**src/hw/pcma_pkg.sv**
```systemverilog
package pcma_pkg;
  // Clock and air timing
  localparam int CLK_NS = 25;
  localparam int SIFS_NS = 10000;
  localparam int MIFS_NS = 1875;
  localparam int SLOT_NS = 9000;
  localparam int GUARD_NS = 12000;
  localparam int US_NS = 1000;
  localparam logic [23:0] SIFS_CYC = 24'((SIFS_NS + CLK_NS - 1) / CLK_NS);
  localparam logic [23:0] MIFS_CYC = 24'((MIFS_NS + CLK_NS - 1) / CLK_NS);
  localparam logic [23:0] SLOT_CYC = 24'((SLOT_NS + CLK_NS - 1) / CLK_NS);
  localparam logic [23:0] GUARD_CYC = 24'((GUARD_NS + CLK_NS - 1) / CLK_NS);
  localparam logic [23:0] US_CYC = 24'(US_NS / CLK_NS);

  // Register offsets
  localparam logic [7:0] REG_CTRL = 8'h00;
  localparam logic [7:0] REG_AIFSN = 8'h04;
  localparam logic [7:0] REG_CWMIN = 8'h08;
  localparam logic [7:0] REG_CWMAX = 8'h0c;
  localparam logic [7:0] REG_TXLIM01 = 8'h10;
  localparam logic [7:0] REG_TXLIM23 = 8'h14;
  localparam logic [7:0] REG_STATUS = 8'h18;
  localparam logic [7:0] REG_NAV = 8'h1c;
  localparam logic [7:0] REG_BACKOFF = 8'h20;

  // Values after reset
  localparam logic [15:0] AIFSN_RST = 16'h2237;
  localparam logic [31:0] CWMIN_RST = 32'h03070f0f;
  localparam logic [31:0] CWMAX_RST = 32'h070f3fff;
  localparam logic [31:0] TXLIM01_RST = 32'h0200_0200;
  localparam logic [31:0] TXLIM23_RST = 32'h0200_0200;
  localparam logic [15:0] LFSR_RST = 16'hace1;

  typedef enum logic [0:0] {
    ST_IDLE = 1'b0,
    ST_TXOP = 1'b1
  } pcma_state_t;
endpackage

```
**src/hw/pcma_medium_access.sv**
```systemverilog
// Function
// - Beacon periods and alien BP blocks block PCA
// - Unreleased hard/private blocks with status block PCA
// - Foreign soft blocks targeting neighbour block PCA
// - Neighbour soft/PCA block start limits TXOP
// - Foreign header loads larger Duration into NAV
// - Bad-HCS header outside blocks acts as zero
// - NAV counts down at cycle resolution
// - Medium busy from CCA, NAV, activity, unavailability
// - AIFS idle required before TXOP or countdown
// - CW kept within min/max; backoff uniform draw
// - Transaction fits TXOP limit and unavailability margin
// - Immediate TXOP on fresh frames, zero backoff
// - Immediate TXOP starts transmission at once
// - Slot-based TXOP at end of PCA slot
// - Higher ready zero-backoff category takes precedence
// - TXOP bounded by limit and unavailability margin
// - Owner runs same-category transactions, peer available
// - Sole retry frame may exceed TXOP limit
// - No CTS with NAV set; response must fit
// - First frame at start; next MIFS/SIFS later
// - Responses exactly SIFS after received frame
// - Bad-FCS B-ACK continues; missed timing ends TXOP
// - Respect peer unavailability; listen when advertised
module pcma_medium_access
  import pcma_pkg::*;
(
  // Clock and reset
  input wire logic clk,
  input wire logic sys_rst,
  // APB slave
  input wire logic psel,
  input wire logic penable,
  input wire logic pwrite,
  input wire logic [7:0] paddr,
  input wire logic [31:0] pwdata,
  output logic [31:0] prdata,
  output logic pready,
  output logic pslverr,
  // Medium and reservation state
  input wire logic cca_busy_pin,
  input wire logic in_own_bp,
  input wire logic in_nbr_bp,
  input wire logic in_alien_bp_blk,
  input wire logic hard_priv_blk_one,
  input wire logic blk_released,
  input wire logic soft_blk_one,
  input wire logic soft_tgt_nbr,
  input wire logic soft_owner_nbr,
  input wire logic soft_owner_self,
  input wire logic in_unrel_blk,
  input wire logic [23:0] dist_unavail,
  input wire logic [23:0] dist_nbr_soft,
  // Own radio activity
  input wire logic tx_active,
  input wire logic rx_active,
  input wire logic tx_start,
  input wire logic [15:0] tx_dur_us,
  // Received header
  input wire logic hdr_end,
  input wire logic hdr_hcs_ok,
  input wire logic hdr_to_me,
  input wire logic [15:0] hdr_dur_us,
  // Per-category queue and backoff control
  input wire logic [3:0] ac_frames,
  input wire logic [3:0] ac_new,
  input wire logic [3:0] bo_invoke,
  input wire logic [3:0] bo_grow,
  // Owner transaction control
  input wire logic txn_req,
  input wire logic [23:0] txn_len,
  input wire logic txn_retry,
  input wire logic peer_unavail,
  input wire logic txop_done,
  input wire logic tx_end,
  input wire logic tx_noresp,
  input wire logic gap_mifs,
  input wire logic rx_resp_end,
  // Recipient control
  input wire logic rx_req_end,
  input wire logic rx_req_rts,
  input wire logic [23:0] resp_len,
  input wire logic avail_adv,
  input wire logic tim_required,
  // Status and strobes
  output logic medium_busy,
  output logic pca_unavail,
  output logic txop_active,
  output logic [1:0] txop_ac,
  output logic txop_start,
  output logic txop_end,
  output logic txn_ok,
  output logic txn_deny,
  output logic tx_go,
  output logic resp_go,
  output logic resp_drop,
  output logic listen
);

  typedef struct packed {
    logic [2:0] cca_s;
    logic cca_q;
    logic [23:0] nav;
    logic [23:0] own_dur;
    logic [23:0] idle_cnt;
    logic [23:0] slot_cnt;
    logic [23:0] txop_cnt;
    logic [23:0] gap_cnt;
    logic [23:0] resp_cnt;
    logic gap_run;
    logic resp_run;
    logic [15:0] lfsr;
    logic [3:0][9:0] bo;
    logic [3:0][9:0] cw;
    logic [3:0] zero_set;
    logic en;
    logic [3:0][3:0] aifsn;
    logic [3:0][7:0] cwmin;
    logic [3:0][7:0] cwmax;
    logic [3:0][15:0] txlim;
    pcma_state_t st;
    logic [1:0] ac;
    logic sole;
    logic [31:0] prdata;
    logic pslverr;
    logic txop_start;
    logic txop_end;
    logic txn_ok;
    logic txn_deny;
    logic tx_go;
    logic resp_go;
    logic resp_drop;
  } pcma_regs_t;

  pcma_regs_t r_q, r_d;

  logic unavail, busy, tick, grant_v;
  logic [1:0] grant_ac;
  logic [3:0] aifs_ok, zero_rdy, want;
  logic [23:0] dur_cyc, av_room;

  function automatic logic [23:0] aifs_cyc(input logic [3:0] n);
    return SIFS_CYC + 24'(n) * SLOT_CYC;
  endfunction

  // Availability and busy, recomputed every cycle
  always_comb begin
    unavail = in_own_bp | in_nbr_bp | in_alien_bp_blk;
    unavail = unavail | (hard_priv_blk_one & ~blk_released);
    unavail = unavail | (soft_blk_one & soft_tgt_nbr & ~soft_owner_nbr
                         & ~soft_owner_self);
    busy = r_q.cca_q | (r_q.nav != 24'h0) | tx_active | rx_active
           | (r_q.own_dur != 24'h0) | unavail;
    av_room = (dist_nbr_soft < dist_unavail) ? dist_nbr_soft
                                              : dist_unavail;
    dur_cyc = 24'(hdr_dur_us) * US_CYC;
    tick = ~busy && (r_q.idle_cnt >= SIFS_CYC)
           && (r_q.slot_cnt == SLOT_CYC - 24'h1);
  end

  // Grant decision per category
  always_comb begin
    logic [3:0] slot_win;
    slot_win = 4'h0;
    grant_v = 1'b0;
    grant_ac = 2'h0;
    for (int a = 0; a < 4; a++) begin
      aifs_ok[a] = ~busy && (r_q.idle_cnt >= aifs_cyc(r_q.aifsn[a]));
      zero_rdy[a] = (r_q.bo[a] == 10'h0) & ac_frames[a];
      slot_win[a] = tick & ac_frames[a]
                    & (((r_q.bo[a] == 10'h0) & r_q.zero_set[a] & aifs_ok[a])
                       | ((r_q.bo[a] == 10'h1) & aifs_ok[a]));
      want[a] = (ac_new[a] & (r_q.bo[a] == 10'h0) & aifs_ok[a])
                | slot_win[a];
    end
    for (int a = 0; a < 4; a++) begin
      if (want[a] && (zero_rdy >> (a + 1)) == 4'h0) begin
        grant_v = r_q.en && r_q.st == ST_IDLE;
        grant_ac = 2'(a);
      end
    end
  end

  always_comb begin
    logic [23:0] lim;
    logic fits_lim, fits_av, resp_ok;
    logic [10:0] grown;
    grown = 11'h0;
    fits_lim = 1'b0;
    fits_av = 1'b0;
    resp_ok = 1'b0;
    r_d = r_q;
    lim = 24'(r_q.txlim[r_q.ac]) * US_CYC;
    r_d.cca_s = {r_q.cca_s[1:0], cca_busy_pin};
    if (r_q.cca_s[1] == r_q.cca_s[2]) begin
      r_d.cca_q = r_q.cca_s[2];
    end
    r_d.lfsr = {r_q.lfsr[14:0],
                r_q.lfsr[15] ^ r_q.lfsr[13] ^ r_q.lfsr[12] ^ r_q.lfsr[10]};
    r_d.txop_start = 1'b0;
    r_d.txop_end = 1'b0;
    r_d.txn_ok = 1'b0;
    r_d.txn_deny = 1'b0;
    r_d.tx_go = 1'b0;
    r_d.resp_go = 1'b0;
    r_d.resp_drop = 1'b0;

    // NAV
    if (r_q.nav != 24'h0) begin
      r_d.nav = r_q.nav - 24'h1;
    end
    if (hdr_end && hdr_hcs_ok && !hdr_to_me && dur_cyc > r_q.nav) begin
      r_d.nav = dur_cyc;
    end else if (hdr_end && !hdr_hcs_ok && !in_unrel_blk) begin
      r_d.nav = r_d.nav;
    end
    if (r_q.own_dur != 24'h0) begin
      r_d.own_dur = r_q.own_dur - 24'h1;
    end
    if (tx_start) begin
      r_d.own_dur = 24'(tx_dur_us) * US_CYC;
    end

    // Idle time and PCA slot grid
    if (busy) begin
      r_d.idle_cnt = 24'h0;
      r_d.slot_cnt = 24'h0;
    end else begin
      if (r_q.idle_cnt != 24'hffffff) begin
        r_d.idle_cnt = r_q.idle_cnt + 24'h1;
      end
      if (r_q.idle_cnt >= SIFS_CYC) begin
        r_d.slot_cnt = tick ? 24'h0 : r_q.slot_cnt + 24'h1;
      end
    end

    // Backoff per category
    for (int a = 0; a < 4; a++) begin
      if (tick && aifs_ok[a] && r_q.bo[a] != 10'h0) begin
        r_d.bo[a] = r_q.bo[a] - 10'h1;
        r_d.zero_set[a] = 1'b0;
      end
      if (bo_invoke[a]) begin
        grown = {r_q.cw[a], 1'b1};
        if (!bo_grow[a]) begin
          r_d.cw[a] = 10'(r_q.cwmin[a]);
        end else if (grown > 11'(r_q.cwmax[a])) begin
          r_d.cw[a] = 10'(r_q.cwmax[a]);
        end else begin
          r_d.cw[a] = grown[9:0];
        end
        r_d.bo[a] = 10'(r_q.lfsr % (16'(r_d.cw[a]) + 16'h1));
        r_d.zero_set[a] = (r_d.bo[a] == 10'h0);
      end
    end

    // TXOP ownership
    fits_lim = (r_q.txop_cnt + txn_len <= lim)
               || (r_q.sole && txn_retry);
    fits_av = (txn_len + SIFS_CYC + GUARD_CYC <= av_room);
    case (r_q.st)
      ST_IDLE: begin
        if (grant_v) begin
          r_d.st = ST_TXOP;
          r_d.ac = grant_ac;
          r_d.txop_cnt = 24'h0;
          r_d.sole = 1'b1;
          r_d.txop_start = 1'b1;
          r_d.tx_go = 1'b1;
        end
      end
      ST_TXOP: begin
        r_d.txop_cnt = r_q.txop_cnt + 24'h1;
        if (txn_req) begin
          if (fits_lim && fits_av && !peer_unavail) begin
            r_d.txn_ok = 1'b1;
            r_d.sole = 1'b0;
          end else begin
            r_d.txn_deny = 1'b1;
            r_d.txop_end = 1'b1;
            r_d.st = ST_IDLE;
            r_d.gap_run = 1'b0;
          end
        end else if (txop_done) begin
          r_d.txop_end = 1'b1;
          r_d.st = ST_IDLE;
          r_d.gap_run = 1'b0;
        end
      end
      default: r_d.st = ST_IDLE;
    endcase

    // Owner inter-frame gap, loaded two short for load and launch flops
    if (r_q.st == ST_TXOP && tx_end && tx_noresp) begin
      r_d.gap_run = 1'b1;
      r_d.gap_cnt = (gap_mifs ? MIFS_CYC : SIFS_CYC) - 24'h2;
    end else if (r_q.st == ST_TXOP && rx_resp_end) begin
      r_d.gap_run = 1'b1;
      r_d.gap_cnt = SIFS_CYC - 24'h2;
    end else if (r_q.gap_run) begin
      if (r_q.gap_cnt == 24'h0) begin
        r_d.gap_run = 1'b0;
        r_d.tx_go = 1'b1;
      end else begin
        r_d.gap_cnt = r_q.gap_cnt - 24'h1;
      end
    end

    // Recipient response
    resp_ok = !(rx_req_rts && r_q.nav != 24'h0)
              && (SIFS_CYC + resp_len + SIFS_CYC <= dist_unavail);
    if (rx_req_end) begin
      if (resp_ok) begin
        r_d.resp_run = 1'b1;
        r_d.resp_cnt = SIFS_CYC - 24'h2;
      end else begin
        r_d.resp_drop = 1'b1;
        r_d.resp_run = 1'b0;
      end
    end else if (r_q.resp_run) begin
      if (r_q.resp_cnt == 24'h0) begin
        r_d.resp_run = 1'b0;
        r_d.resp_go = 1'b1;
      end else begin
        r_d.resp_cnt = r_q.resp_cnt - 24'h1;
      end
    end

    // APB: read data latched in setup, write at access
    r_d.pslverr = 1'b0;
    if (psel && !penable) begin
      r_d.prdata = 32'h0;
      case (paddr)
        REG_CTRL: r_d.prdata = {31'h0, r_q.en};
        REG_AIFSN: r_d.prdata = {16'h0, r_q.aifsn};
        REG_CWMIN: r_d.prdata = r_q.cwmin;
        REG_CWMAX: r_d.prdata = r_q.cwmax;
        REG_TXLIM01: r_d.prdata = {r_q.txlim[1], r_q.txlim[0]};
        REG_TXLIM23: r_d.prdata = {r_q.txlim[3], r_q.txlim[2]};
        REG_STATUS: r_d.prdata = {26'h0, unavail, busy, r_q.nav != 24'h0,
                                  r_q.ac, r_q.st == ST_TXOP};
        REG_NAV: r_d.prdata = {8'h0, r_q.nav};
        REG_BACKOFF: r_d.prdata = {r_q.bo[3][7:0], r_q.bo[2][7:0],
                                   r_q.bo[1][7:0], r_q.bo[0][7:0]};
        default: r_d.pslverr = 1'b1;
      endcase
    end else if (psel && penable) begin
      r_d.pslverr = r_q.pslverr;
      if (pwrite) begin
        case (paddr)
          REG_CTRL: r_d.en = pwdata[0];
          REG_AIFSN: r_d.aifsn = pwdata[15:0];
          REG_CWMIN: r_d.cwmin = pwdata;
          REG_CWMAX: r_d.cwmax = pwdata;
          REG_TXLIM01: r_d.txlim[1:0] = pwdata;
          REG_TXLIM23: r_d.txlim[3:2] = pwdata;
          default: r_d.en = r_q.en;
        endcase
      end
    end
  end

  always_ff @(posedge clk) begin
    if (sys_rst) begin
      r_q <= '0;
      r_q.lfsr <= LFSR_RST;
      r_q.aifsn <= AIFSN_RST;
      r_q.cwmin <= CWMIN_RST;
      r_q.cwmax <= CWMAX_RST;
      r_q.cw <= {10'h003, 10'h007, 10'h00f, 10'h00f};
      r_q.txlim <= {TXLIM23_RST, TXLIM01_RST};
      r_q.st <= ST_IDLE;
    end else begin
      r_q <= r_d;
    end
  end

  assign prdata = r_q.prdata;
  assign pready = 1'b1;
  assign pslverr = r_q.pslverr;
  assign medium_busy = busy;
  assign pca_unavail = unavail;
  assign txop_active = (r_q.st == ST_TXOP);
  assign txop_ac = r_q.ac;
  assign txop_start = r_q.txop_start;
  assign txop_end = r_q.txop_end;
  assign txn_ok = r_q.txn_ok;
  assign txn_deny = r_q.txn_deny;
  assign tx_go = r_q.tx_go;
  assign resp_go = r_q.resp_go;
  assign resp_drop = r_q.resp_drop;
  assign listen = avail_adv & ~tim_required & ~unavail;
endmodule // pcma_medium_access

```
**config.mk**
```make
export PLATFORM = sky130hd
export DESIGN_NAME = pcma_medium_access
export DESIGN_NICKNAME = d
export VERILOG_FILES = /design/src/hw/pcma_pkg.sv /design/src/hw/pcma_medium_access.sv
export SDC_FILE = /design/constraint.sdc
export NUM_CORES = 2
export LEC_CHECK = 0
export ABC_AREA = 0
export BUFFER_PORTS_ARGS = -buffer_cell sky130_fd_sc_hd__clkbuf_2
export CORE_UTILIZATION = 50
export CTS_CLUSTER_DIAMETER = 200
export DETAILED_ROUTE_END_ITERATION = 6
export GPL_TIMING_DRIVEN = 0
export PLACE_DENSITY_LB_ADDON = 0.08
export REMOVE_ABC_BUFFERS = 1
export SKIP_CTS_REPAIR_TIMING = 1
export SYNTH_ARGS = -nofsm -noshare
export SYNTH_HDL_FRONTEND = slang
export SYNTH_SLANG_ARGS = --single-unit
```
**constraint.sdc**
```tcl
create_clock -name clk -period 47.1 [get_ports clk]
set_clock_uncertainty 0.05 [all_clocks]
set_input_delay 7.065 -clock clk [delete_from_list [all_inputs] [get_ports clk]]
set_output_delay 7.065 -clock clk [all_outputs]
set_load 0.005 [all_outputs]
```
==> metrics.txt <==
status complete, but fails checks; failing checks capacitance limit, slew limit; Post-synth EDFFs 0; # DRC 0; synthesized area 56,700 um^2; Placed Instances 8,905; Clock Latency Late Sink 0.63 ns; Layout fillers 10.7k; worst-path maximum fanout 20; Max Cap Viol 2; WP buf/inv 8; Reg area 9270 um^2; number of nets in the layout 8,649; Die Ht 339 um; final hold vios 0; register area share after synthesis 0.164; CTS clk-pin slew, worst paths 0.06 ns; row cnt 123; CP max-delay cell or4b_4; initial antenna violation count 19; Synth-to-Final Area Change 10.1%; asr flop ratio synth 0; FF+latch count, synth 463; HPWL after detailed placement 138,000 um; CTS Sinks 463; Die Width 339 um; Max-slew headroom -0.0360; antenna-violating nets left 0; area share of the largest cell type after synthesis 0.189; share of layout cells above drive strength 1 0.118; Syn Inst Count 7,389; FMAX 22.4 MHz; CTS max path bufs 3; DR top layer met5; final non-filler cell total 9,105; critical path class in2reg; GRT Overall Usage 0.295; Netlist cell types 128; PortBufs 262; Finished Core Util 0.555; CTS tree done; DR WL/cell 19.5 um; M1 WL 79,500 um; ranking of synthesized cells by area ha_1 19%, dfxtp_1 16%, nor2_1 4.8%; first-pass GRT wire length 276,000 um; drt pass-1 iters 6; DR vias 55.0k; IO Count 265; largest net degree at the start of global routing 138; Setup crit end kind register; YS warnings 0; Final period util 0.947; most common library cells after synthesis 858 x ha_1, 725 x nor2_1, 644 x nand2_1; Root Driver clkbuf_16; Worst Max-Slew Pin Slew 1.55 ns; Tmin final 44.62 ns; hold slack 0.402 ns; CP delay by family, top compound AO/OA/AOI/OAI gates; CTS Buf Count 55; Hold Path Stages 1; number of global-route vias before repair 50.8k; RePlAce Congestion 0.948; Mean Syn Cell Area 7.67 um^2; Worst EP required 47.57 ns; WL met3 11,500 um; Hold/Removal Path Class reg2reg; area occupied by multi-input gates 45,600 um^2; Final Max Tran Viols 6; Worst path most repeated cell o21a_1; total die area 115,000 um^2; DRT iter0 DRCs 3,874; critical path arrival 45.09 ns; top-count cell post-synth ha_1; H-tree level count 2; Initial Utilization 0.504; Placeable Area 112,000 um^2; WP depth 178; met2 WL 80,100 um; Main synth FF type dfxtp_1; routed vias/inst 6.04; Final setup viols 0; total wire length 178,000 um; GR Overflow Total 0; area leader, netlist ha_1; reg2reg path depth 179; Worst path max stage delay 0.65 ns; crit path launch type input port
-- layout by cell type (no fill, tap or decap), types with 62 or more instances in the layout --
master	count
xor2_1	165
nand4_1	114
nor2b_1	87
nand2b_1	105
mux2i_1	124
nand3_1	190
a21o_1	131
a211oi_1	82
nor2_1	718
o21ai_0	280
nand2_1	642
clkbuf_2	260
inv_1	327
nor4_1	62
ha_1	857
o21a_1	289
or3_1	93
a21oi_1	469
dfxtp_1	463
mux2_2	149
o31ai_1	77
nor3_1	388
xnor2_1	244
buf_4	91
-- state kept, by name (all words and copies together), names as in the netlist --
register and cells:
txop_active 1, prdata 32, pslverr 1, txop_ac 2, resp_drop 1, r_d 17
txop_start 1, txn_ok 1, tx_go 1, resp_go 1, r_q 403, txn_deny 1
txop_end 1
-- path summary, 6_finish.rpt --
path	from	endpoint	slack, ns
worst max-delay path	bo_grow[0]	r_q[233]	2.48
worst min-delay path	r_q[231]	r_q[231]	0.40
worst max register to register	r_q[131]	r_q[259]	7.48
worst min register to register	r_q[231]	r_q[231]	0.40
-- worst reg2reg max path, delay by kind of cell (launching register included) --
| kind | cells | cell delay (ns) |
|---|---|---|
| and+or+nand+nor | 45 | 10.11 |
| DFF | 1 | 0.43 |
| adders and majority gates | 17 | 5.24 |
| muxes | 6 | 1.62 |
| buffers and inverters | 3 | 0.35 |
| AOI/OAI and AO/OA | 108 | 21.74 |
-- kinds of logic (layout without fill, tap and decap cells) --
| family | after synthesis | count (layout) | synth area share |
|---|---|---|---|
| compound gates | 1872 | 1873 | 0.224 |
| fa+ha+maj | 874 | 874 | 0.195 |
| simple gates | 2784 | 2785 | 0.242 |
| mux | 306 | 308 | 0.0618 |
| flops | 463 | 463 | 0.164 |
| other cells | 1 | 57 | 0.0000662 |
| xor+xnor | 424 | 424 | 0.0655 |
| buf+inv | 665 | 821 | 0.0480 |
-- final cells by class --
class / instances / share of cell area
Timing Repair inverter: 2 / 0.000160
Sequential cell: 463 / 0.149
Antenna cell: 4 / 0.000160
Multi-Input combinational cell: 6317 / 0.731
Clock inverter: 18 / 0.00317
Timing Repair Buffer: 380 / 0.0393
Tap cell: 1500 / 0.0301
Inverter: 338 / 0.0208
Clock buffer: 83 / 0.0265
-- per-layer routing --
layer,track usage,up-vias
met5,0,-
met2,0.486,1462
met4,0.0962,24
met3,0.0389,296
met1,0.395,25800
li1,-,27400
-- metrics by stage --
step	setup slack, ns	TNS, ns	area, um^2
global route	-0.180	-3.31	62400
floorplan	4.07	0	55400
CTS	-2.11	-69.17	61100
global placement	-3.32	-107.99	58600
detailed placement	-2.62	-90.54	59200
finish	2.48	0	62400
Power is not shown: default switching activity piles up to over one toggle a cycle in this logic, so the estimate is an artifact.
